$ cat src/rtl/cticg_pkg.sv
/*
 Constants for the second-channel input and gain setup registers.
 Assumes one 40 MHz clock and a byte-wide register port from the host side.
*/
// Notes on behaviour
// setup bit 7 picks microphone or line
// setup bits 6-5 pick input source
// host frees shared pins before analog source
// host routes mic data and clock pins
// setup bit 4 couples AC or DC, analog
// setup bits 3-2 pick input impedance
// setup bit 1 reserved, reads zero
// setup bit 0 enables enhancer, mode-selected
// gain bits 7-1, half-dB, max code 84
// gain bit 0 sign, limited negative range
// offsets 0x41..0x43, resets zero and 0xc9
// eight-bit registers read back last write
package cticg_pkg;
	localparam logic [7:0] OFS_INPUT_SETUP = 8'h41;
	localparam logic [7:0] OFS_GAIN_SETUP = 8'h42;
	localparam logic [7:0] OFS_VOLUME_SETUP = 8'h43;
	localparam logic [7:0] RST_INPUT_SETUP = 8'h00;
	localparam logic [7:0] RST_GAIN_SETUP = 8'h00;
	localparam logic [7:0] RST_VOLUME_SETUP = 8'hc9;
	localparam logic [7:0] INPUT_SETUP_WMASK = 8'hfd;
	localparam int POS_KIND = 7;
	localparam int POS_SRC_HI = 6;
	localparam int POS_SRC_LO = 5;
	localparam int POS_COUPLING = 4;
	localparam int POS_IMP_HI = 3;
	localparam int POS_IMP_LO = 2;
	localparam int POS_RESERVED = 1;
	localparam int POS_ENH = 0;
	localparam int POS_GAIN_HI = 7;
	localparam int POS_GAIN_LO = 1;
	localparam int POS_SIGN = 0;
	localparam logic [6:0] GAIN_MAX_CODE = 7'h54;
	localparam logic [6:0] GAIN_NEG_MAX_CODE = 7'h16;
	typedef enum logic [1:0] {
		CTICG_SRC_ANA_DIFF = 2'b00,
		CTICG_SRC_ANA_SE = 2'b01,
		CTICG_SRC_PDM = 2'b10,
		CTICG_SRC_RSVD = 2'b11
	} cticg_src_e;
	typedef enum logic [1:0] {
		CTICG_IMP_2K5 = 2'b00,
		CTICG_IMP_10K = 2'b01,
		CTICG_IMP_20K = 2'b10,
		CTICG_IMP_RSVD = 2'b11
	} cticg_imp_e;
endpackage

$ cat src/rtl/cticg_regs.sv
/*
 Second-channel input and gain setup register bank with decoded,
 sanitised control outputs for the analog front end.
 Assumes the register port and the enhancer mode bit come from logic
 on the same clock; pin routing is set up by the host beforehand.
*/
`timescale 1ns/1ps
`default_nettype none
module cticg_regs (
	input wire logic i_clock,
	input wire logic i_arst_n,
	input wire logic i_wr_en,
	input wire logic i_rd_en,
	input wire logic [7:0] i_addr,
	input wire logic [7:0] i_wdata,
	input wire logic i_enhancer_mode_sel,
	output logic [7:0] o_rdata,
	output logic o_rd_valid,
	output logic o_second_input_kind,
	output logic [1:0] o_second_input_source,
	output logic o_second_input_analog,
	output logic o_second_input_coupling,
	output logic [1:0] o_second_input_impedance,
	output logic o_second_enhancer_enable,
	output logic o_range_enhancer_on,
	output logic o_auto_level_control_on,
	output logic [6:0] o_second_channel_gain,
	output logic o_second_gain_polarity,
	output logic [7:0] o_second_volume,
	output logic o_setup_fault
);
	// ==================================================
	// Register file
	logic [7:0] input_setup_reg, input_setup_next;
	logic [7:0] gain_setup_reg, gain_setup_next;
	logic [7:0] volume_setup_reg, volume_setup_next;
	logic [7:0] rdata_reg, rdata_next;
	logic rd_valid_reg, rd_valid_next;

	always_comb begin
		input_setup_next = input_setup_reg;
		gain_setup_next = gain_setup_reg;
		volume_setup_next = volume_setup_reg;
		if (i_wr_en) begin
			case (i_addr)
				// Reserved bit forced low so it always reads zero
				cticg_pkg::OFS_INPUT_SETUP: begin
					input_setup_next = i_wdata & cticg_pkg::INPUT_SETUP_WMASK;
				end
				cticg_pkg::OFS_GAIN_SETUP: begin
					gain_setup_next = i_wdata;
				end
				cticg_pkg::OFS_VOLUME_SETUP: begin
					volume_setup_next = i_wdata;
				end
				default: begin
					input_setup_next = input_setup_reg;
				end
			endcase
		end
	end

	// Reads see the stored value, so a same-cycle write shows next read
	always_comb begin
		rd_valid_next = i_rd_en;
		rdata_next = 8'h00;
		if (i_rd_en) begin
			case (i_addr)
				cticg_pkg::OFS_INPUT_SETUP: rdata_next = input_setup_reg;
				cticg_pkg::OFS_GAIN_SETUP: rdata_next = gain_setup_reg;
				cticg_pkg::OFS_VOLUME_SETUP: rdata_next = volume_setup_reg;
				default: rdata_next = 8'h00;
			endcase
		end
	end

	always_ff @(posedge i_clock or negedge i_arst_n) begin
		if (!i_arst_n) begin
			input_setup_reg <= cticg_pkg::RST_INPUT_SETUP;
			gain_setup_reg <= cticg_pkg::RST_GAIN_SETUP;
			volume_setup_reg <= cticg_pkg::RST_VOLUME_SETUP;
		end else begin
			input_setup_reg <= input_setup_next;
			gain_setup_reg <= gain_setup_next;
			volume_setup_reg <= volume_setup_next;
		end
	end

	// Read answer stands one cycle only, then drops back to zero
	always_ff @(posedge i_clock or negedge i_arst_n) begin
		if (!i_arst_n) begin
			rdata_reg <= 8'h00;
			rd_valid_reg <= 1'b0;
		end else begin
			rdata_reg <= rdata_next;
			rd_valid_reg <= rd_valid_next;
		end
	end

	// ==================================================
	// Field decode
	// Outputs lag the register by one cycle so each one leaves a flip-flop.
	logic [1:0] src;
	logic [1:0] imp;
	logic [6:0] gain_raw;
	logic analog;
	logic neg_ok;
	logic kind_next, analog_next, coupling_next, enh_next;
	logic dre_next, agc_next, pol_next, fault_next;
	logic [1:0] src_next, imp_next;
	logic [6:0] gain_next;
	logic kind_reg, analog_reg, coupling_reg, enh_reg;
	logic dre_reg, agc_reg, pol_reg, fault_reg;
	logic [1:0] src_reg, imp_reg;
	logic [6:0] gain_reg;
	logic [7:0] vol_reg;

	always_comb begin
		src = input_setup_reg[cticg_pkg::POS_SRC_HI:cticg_pkg::POS_SRC_LO];
		imp = input_setup_reg[cticg_pkg::POS_IMP_HI:cticg_pkg::POS_IMP_LO];
		gain_raw = gain_setup_reg[cticg_pkg::POS_GAIN_HI:cticg_pkg::POS_GAIN_LO];
		kind_next = input_setup_reg[cticg_pkg::POS_KIND];
		src_next = src;
		analog = (src == cticg_pkg::CTICG_SRC_ANA_DIFF) || (src == cticg_pkg::CTICG_SRC_ANA_SE);
		analog_next = analog;
		// Coupling has no meaning for the digital microphone path
		coupling_next = analog & input_setup_reg[cticg_pkg::POS_COUPLING];
		imp_next = imp;
		enh_next = input_setup_reg[cticg_pkg::POS_ENH];
		dre_next = enh_next & ~i_enhancer_mode_sel;
		agc_next = enh_next & i_enhancer_mode_sel;
		neg_ok = (imp == cticg_pkg::CTICG_IMP_10K) || (imp == cticg_pkg::CTICG_IMP_20K);
		// Negative sign ignored at the low impedance, which cannot serve it
		pol_next = gain_setup_reg[cticg_pkg::POS_SIGN] & neg_ok;
		// Reserved gain codes saturate rather than reach the amplifier
		gain_next = (gain_raw > cticg_pkg::GAIN_MAX_CODE) ? cticg_pkg::GAIN_MAX_CODE : gain_raw;
		if (pol_next && gain_next > cticg_pkg::GAIN_NEG_MAX_CODE) begin
			gain_next = cticg_pkg::GAIN_NEG_MAX_CODE;
		end
		fault_next = (src == cticg_pkg::CTICG_SRC_RSVD) || (imp == cticg_pkg::CTICG_IMP_RSVD)
			|| (gain_raw > cticg_pkg::GAIN_MAX_CODE)
			|| (gain_setup_reg[cticg_pkg::POS_SIGN] && !neg_ok)
			|| (gain_setup_reg[cticg_pkg::POS_SIGN]
				&& gain_raw > cticg_pkg::GAIN_NEG_MAX_CODE);
	end

	always_ff @(posedge i_clock or negedge i_arst_n) begin
		if (!i_arst_n) begin
			kind_reg <= 1'b0;
			src_reg <= 2'h0;
			// Source zero after reset is the analog differential input
			analog_reg <= 1'b1;
			coupling_reg <= 1'b0;
			imp_reg <= 2'h0;
			enh_reg <= 1'b0;
			dre_reg <= 1'b0;
			agc_reg <= 1'b0;
			gain_reg <= 7'h00;
			pol_reg <= 1'b0;
			vol_reg <= cticg_pkg::RST_VOLUME_SETUP;
			fault_reg <= 1'b0;
		end else begin
			kind_reg <= kind_next;
			src_reg <= src_next;
			analog_reg <= analog_next;
			coupling_reg <= coupling_next;
			imp_reg <= imp_next;
			enh_reg <= enh_next;
			dre_reg <= dre_next;
			agc_reg <= agc_next;
			gain_reg <= gain_next;
			pol_reg <= pol_next;
			vol_reg <= volume_setup_reg;
			fault_reg <= fault_next;
		end
	end

	// ==================================================
	// Outputs
	// Every output leaves a flop, so the front end never sees a decode glitch
	assign o_rdata = rdata_reg;
	assign o_rd_valid = rd_valid_reg;
	assign o_second_input_kind = kind_reg;
	assign o_second_input_source = src_reg;
	assign o_second_input_analog = analog_reg;
	assign o_second_input_coupling = coupling_reg;
	assign o_second_input_impedance = imp_reg;
	assign o_second_enhancer_enable = enh_reg;
	assign o_range_enhancer_on = dre_reg;
	assign o_auto_level_control_on = agc_reg;
	assign o_second_channel_gain = gain_reg;
	assign o_second_gain_polarity = pol_reg;
	assign o_second_volume = vol_reg;
	assign o_setup_fault = fault_reg;
endmodule
`default_nettype wire

$ cat config.mk
export PLATFORM = sky130hd
export DESIGN_NAME = cticg_regs
export DESIGN_NICKNAME = d
export VERILOG_FILES = /design/src/rtl/cticg_pkg.sv /design/src/rtl/cticg_regs.sv
export SDC_FILE = /design/constraint.sdc
export NUM_CORES = 1
export LEC_CHECK = 0
export ABC_AREA = 1
export ABC_CLOCK_PERIOD_IN_PS = 1320
export BUFFER_PORTS_ARGS = -buffer_cell sky130_fd_sc_hd__buf_2
export CAP_MARGIN = 20
export CORE_ASPECT_RATIO = 0.5
export CORE_MARGIN = 8
export CORE_UTILIZATION = 30
export DETAILED_ROUTE_END_ITERATION = 6
export GPL_ROUTABILITY_DRIVEN = 0
export MAX_ROUTING_LAYER = met4
export PLACE_DENSITY = 0.48
export RECOVER_POWER = 100
export SLEW_MARGIN = 20
export SYNTH_ARGS = -nofsm -noshare
export SYNTH_HDL_FRONTEND = slang
export SYNTH_SLANG_ARGS = --single-unit
$ cat constraint.sdc
create_clock -name i_clock -period 1.32 [get_ports i_clock]
set_input_delay 0 -clock i_clock [delete_from_list [all_inputs] [get_ports i_clock]]
set_output_delay 0 -clock i_clock [all_outputs]
set_load 0.01 [all_outputs]
==> results.md, run 1 <==
* Status: finished clean
* Via Count at 1926
* Critical path class: reg -> reg
* Startpoint type of the worst setup path: register
* WL met1 at 3030 µm
* Clk_lat worst skew at 330 ps
* Clk sinks at 59
* F_max at 0.805 GHz
* Relative slew margins at 0.643
* Worst-margin pin slew at 535 ps
* Final net count at 357
* Post-route minimum period at 1240 ps
* Pin count of the biggest net entering global routing at 22
* Drt pass-1 iters at 4
* Initial antenna violation count at 0
* Mapped Nets at 272
* Overall routing resource usage at 0.120
* Die area at 11600 µm²
* Chip Width at 144 µm
* WL met3 at 308 µm
* Worst setup path startpoint: input_setup_reg[2]$_DFFE_PN0P_
* Register Area at 1490 µm²
* Hold slack at 114 ps
* Post-synthesis register bit count at 59
* Area Overhead vs Synth at 32.9%
* Syn Area/Cell at 9.87 µm²
* Peak VDD IR at 685 µV
* Initial Util at 0.308
* TritonCTS buffer count at 9
* WL/cell at 14.0 µm
* Total Routed Length at 6330 µm
* Max Buffers Root-to-Sink at 2
* Psw at 1.08 mW
* Comb power frac at 0.075
* # port buffers at 56
* Post-synth top cells: nand2_1 (52), dfrtp_1 (50), inv_1 (37)
* Top sig layer: met4
* Hold WC Path Type: in -> reg
* # H-tree levels at 3
* Vias per cell at 4.26
* Multi-input gate area at 767 µm²
* Clk root buf: clkbuf_16
* Crit path required time at 1530 ps
* Async SR Flop Fraction at 1.00
* Yosys warnings at 0
* First-pass GRT wire length at 10400 µm
* ANT cells at 0
* Worst Min Path Start: i_addr[1]
* Clock network fraction of design power at 0.517
* Final Hold Fails at 0
* Sw Ratio at 0.225
* Pint at 3.74 mW
* Top post-synthesis cells by area: dfrtp_1 (51%), dfstp_2 (9.6%), nand2_1 (7.9%), nand3_1 (5.7%), inv_1 (5.6%)
* Total power at 4.82 mW
* Drt initial violations at 109
* CP arrival at 1450 ps
* Crit share post-route at 0.941
* Worst R2R Start: input_setup_reg[2]$_DFFE_PN0P_
* CTS tree: done
* Post-synth EDFFs at 0
* Vias in the first global route at 1968
* Detail Route met2 WL at 2900 µm
* Yosys top cell area share at 0.507
* Antenna viol nets, final at 0
* Cells after Synth at 250
* Die H at 80.1 µm
* Clock skew at 10.4 ps
* Slew Viols, Final at 0
* Flop pwr share at 0.408
* Synth cell types at 27
* CP Max Fanout at 5
* Yosys top cell by area: dfrtp_1
* CTS clk-pin slew, worst paths at 60 ps
* Worst setup EP type: register
* Detail Placement HPWL at 4840 µm
* Post-synthesis sequential area ratio at 0.603
* Power density cells at 1470 nW/µm²
* Core ar. at 8000 µm²
* Endpoints failing setup at 0
* Synthesized area at 2470 µm²
* Row Count at 23
* Prevailing post-synth register cell: dfrtp_1
* Total of max-cap violations at 0
* Drt drc at 0
* Post-CTS Setup Bufs at 0
* Filler cells at 826
* Share of layout cells above drive strength 1 at 0.218
* Overflow after GRT at 0
* P_leak at 1.65 nW
* Count leader, synth: nand2_1
* # IOs at 57
-- routing by layer --
layer  vias up  track usage
met5         -            -
met4         0       0.0433
met3        11       0.0337
met2        50        0.189
met1       914        0.147
li1        951            -
-- stage by stage --
stage                     instance area, µm²  cells   util  setup slack (ps)  setup TNS, ps
after floorplan                         2470    250      -               134              0
after global placement                  2940    424  0.368              64.4              0
after detailed placement                2940    424  0.368             -25.4          -52.8
after CTS                               3390    452  0.424              8.88              0
after global routing                    3280    452  0.410            -0.490         -0.490
final                                   3280    452  0.410              78.1              0
-- final cells by class --
| cell class | count | share of cell area |
|---|---|---|
| Sequential cell | 59 | 0.454 |
| Multi-Input combinational cell | 148 | 0.234 |
| Timing Repair Buffer | 78 | 0.127 |
| Clock buffer | 11 | 0.0740 |
| Inverter | 39 | 0.0447 |
| Tap cell | 112 | 0.0427 |
| Clock inverter | 5 | 0.0237 |
-- layout by cell type (no fill, tap or decap), drive strengths merged --
cell / count
nand3: 29
o21ai: 25
nand2: 61
nor2: 23
bufinv: 2
dfstp: 9
clkbuf: 53
dlygate4sd3: 12
clkinvlp: 1
a21boi: 2
o21a: 1
a21oi: 2
nor3b: 1
dfrtp: 50
buf: 24
ha: 1
inv: 39
nand4: 2
nor3: 1
clkinv: 2
-- critical path, stage by stage, from the launching register on --
cell and delay (ps):
dfrtp_1 410, ha_1 300, nand2_1 50, inv_1 90, nand3_2 140, inv_2 90, nor2_1 40
-- worst paths after layout --
check	endpoint	slack, ps	cells past startpoint
max in group asynchronous	volume_setup_reg[7]$_DFFE_PN1P_	280	3
worst max register to register	o_second_channel_gain[6]$_DFF_PN0_	80	6
min in group asynchronous	o_second_input_source[1]$_DFF_PN0_	200	2
worst max-delay path	o_second_channel_gain[6]$_DFF_PN0_	80	6
worst min register to register	o_second_volume[7]$_DFF_PN1_	390	0
worst min-delay path	o_rdata[1]$_DFF_PN0_	110	5
-- power groups by stage --
stage          combinational, mW  clock, mW  sequential [mW]
2_1_floorplan              0.143          0             2.01
6_report                   0.363       2.49             1.97
5_1_grt                    0.406       2.61             1.98
3_5_place_dp               0.369          0             1.99
3_3_place_gp               0.359          0             1.99
4_1_cts                    0.401       2.53             1.96
-- timing repair --
item	CTS	global route
hold buffers	12	0
endpoints found under the setup margin	3	4
pin swaps	0	1
gates resized for setup	1	9
gates cloned	0	0
hold endpoints to repair	39	0
-- kinds of logic (layout without fill, tap and decap cells) --
group	after synthesis	after routing	synth area share
flip-flops	59	59	0.603
adder cells (fa/ha/maj)	1	1	0.00507
AND/OR/NAND/NOR	117	117	0.235
buffers and inverters	43	133	0.0776
AO/OA/AOI/OAI	30	30	0.0791
Note: power is estimated with default switching activity, not from simulation.
==> inputs of run 2 (changes only) <==
- ABC_CLOCK_PERIOD_IN_PS: 1320 -> 1010
- CORE_ASPECT_RATIO: 0.5 -> 1.2
- CORE_UTILIZATION: 30 -> 48
- PLACE_DENSITY: 0.48 -> 0.73
- clock period: 1.32 -> 1.01 ns (I/O delays scaled with it)
==> results.md, run 2 (synthesis gave the netlist of run 1 again) <==
* Die area at 7700 µm² (-33%)
* # H-tree levels at 3 (unchanged)
* Vias per cell at 4.88 (+15%)
* Clk_lat worst skew at 340 ps (about the same)
* Filler cells at 368 (-55%)
* CTS tree: done
* Highest-count cells in the layout ignoring fill and taps: dfrtp_1 (50), nand2_1 (44), clkbuf_1 (35)
* Drt initial violations at 134 (+23%)
* Placed Area at 3060 µm² (+3.8%)
* Antenna viol nets, final at 0 (unchanged)
* Endpoints failing setup at 13 (+13)
* Worst-margin pin slew at 771 ps (+236 ps)
* Post-route minimum period at 1190 ps (-51.4 ps)
* CP Max Fanout at 5 (unchanged)
* Chip Width at 81.5 µm (-44%)
* Overflow after GRT at 0 (unchanged)
* TritonCTS buffer count at 9 (unchanged)
* ANT cells at 0 (unchanged)
* Reg-to-reg slack, setup at -180 ps (-260 ps)
* First-pass GRT wire length at 10300 µm (-0.86%)
* Worst setup path startpoint: gain_setup_reg[4]$_DFFE_PN0P_
* WL/cell at 14.6 µm (+4.2%)
* Commonest non-fill, non-tap cell in the layout: dfrtp_1
* CTS clk-pin slew, worst paths at 70 ps (about the same)
* Slew Viols, Final at 0 (unchanged)
* Fin Setup TNS at -1390 ps (-1390 ps)
* Core ar. at 4940 µm² (-38%)
* # IOs at 57 (unchanged)
* Relative slew margins at 0.486 (-0.157)
* Drt drc at 0 (unchanged)
* R2R depth at 6 (unchanged)
* Max Buffers Root-to-Sink at 2 (unchanged)
* Startpoint type of the worst setup path: register
* Overall routing resource usage at 0.182 (+0.0615)
* Vias in the first global route at 2150 (+9.2%)
* Initial antenna violation count at 0 (unchanged)
* Row Count at 28 (+22%)
* Area Overhead vs Synth at 41.8%
* Total of max-cap violations at 0 (unchanged)
* Share of layout cells above drive strength 1 at 0.353 (+0.136)
* Clock skew at 6.79 ps (-3.63 ps)
* Critical path class: reg -> reg
* Failing checks: setup timing
* Peak VDD IR at 1330 µV (+94%)
* Crit path required time at 1220 ps (-310 ps)
* Via Count at 2076 (+7.8%)
* Initial Util at 0.499 (+0.191)
* Worst flop-to-flop path endpoint: o_second_channel_gain[1]$_DFF_PN0_
* Detail Placement HPWL at 4390 µm (-9.3%)
* Clk sinks at 59 (unchanged)
* RSZ-0062 raised after global routing: true
* F_max at 0.840 GHz (+4.3%)
* Crit share post-route at 1.18 (+0.238)
* Total power at 5.76 mW (+19%)
* Pin count of the biggest net entering global routing at 60 (+170%)
* DP Worst Slack at -252 ps (-227 ps)
* Worst R2R Start: gain_setup_reg[4]$_DFFE_PN0P_
* P_leak at 1.80 nW (+9.4%)
* Worst setup EP type: register
* Power density cells at 1650 nW/µm² (+12%)
* Drt pass-1 iters at 5 (+1)
* Worst Setup EP: o_second_channel_gain[1]$_DFF_PN0_
* Fin area at 3500 µm² (+6.7%)
* CP arrival at 1400 ps (-50 ps)
* Final net count at 382 (+7.0%)
* Hold WC Path Type: in -> reg
* Worst Slack Setup Final at -180 ps (-259 ps)
* Clk root buf: clkbuf_8
* # port buffers at 56 (unchanged)
* Total Routed Length at 6200 µm (-2.0%)
* Status: complete, but fails checks
* Die H at 94.5 µm (+18%)
* Final Hold Fails at 0 (unchanged)
-- run 2: changes by cell type in the layout (fill, tap and decap cells not counted), moves of 7 or more --
cell,before,now
o21ai_0,19,6
clkbuf_16,9,0
o21ai_1,2,10
nand2_2,8,15
clkbuf_8,1,9
nand2_1,51,44
buf_4,6,23
-- run 2: critical path, cell delays in order, from the launching register on --
cell     delay, ps
dfrtp_1        390
inv_2           70
nand2_2         60
nor2_4         140
nand4_1        170
nand3_4        140
o21ai_1        100
-- run 2: power by group --
part | internal (mW) | switching (mW) | total (mW) | leakage (nW)
clock | 1.63 | 0.935 | 2.57 | 0.119
sequential | 2.49 | 0.0826 | 2.57 | 0.732
combinational | 0.282 | 0.339 | 0.621 | 0.952
total | 4.40 | 1.36 | 5.76 | 1.80
-- run 2: stage by stage --
stage	util	instances	hold slack (ps)
5_1_grt	0.708	425	190
3_3_place_gp	0.619	390	17.9
4_1_cts	0.706	421	135
2_1_floorplan	-	250	-296
3_5_place_dp	0.619	390	27.9
6_report	0.708	425	141
-- run 2: worst min-delay path by stage --
stage,slack (ps),to,cells after the start,from
after floorplan,-300,gain_setup_reg[0]$_DFFE_PN0P_,0,i_arst_n
after global placement,20,o_second_input_kind$_DFF_PN0_,2,i_arst_n
after detailed placement,30,o_second_input_kind$_DFF_PN0_,2,i_arst_n
after CTS,140,o_rdata[0]$_DFF_PN0_,8,i_addr[3]
after global routing,190,o_rdata[1]$_DFF_PN0_,8,i_addr[3]
final,140,o_rdata[0]$_DFF_PN0_,8,i_addr[3]
-- run 2: repair_timing --
action,CTS,global route
endpoints found under the setup margin,11,15
endpoints found under the hold margin,90,0
setup buffers,4,5
hold buffers,12,0
gates resized for setup,14,21
pin swaps,7,6
-- run 2: cell type report --
class	count	area [µm²]	area share
flip-flops and latches	59	1490	0.425
multi-input cells	148	870	0.249
repair buffers	103	679	0.194
inverters	39	146	0.0418
clock buffers	9	124	0.0354
clock inverters	7	116	0.0333
well taps	60	75.1	0.0215
-- run 2: metal layers --
layer | GRT usage | part of all wire | up-vias
met5 | - | 0 | -
met4 | 0.0761 | 0.030 | 0
met3 | 0.0532 | 0.073 | 19
met2 | 0.302 | 0.51 | 63
met1 | 0.197 | 0.39 | 987
li1 | - | - | 1007
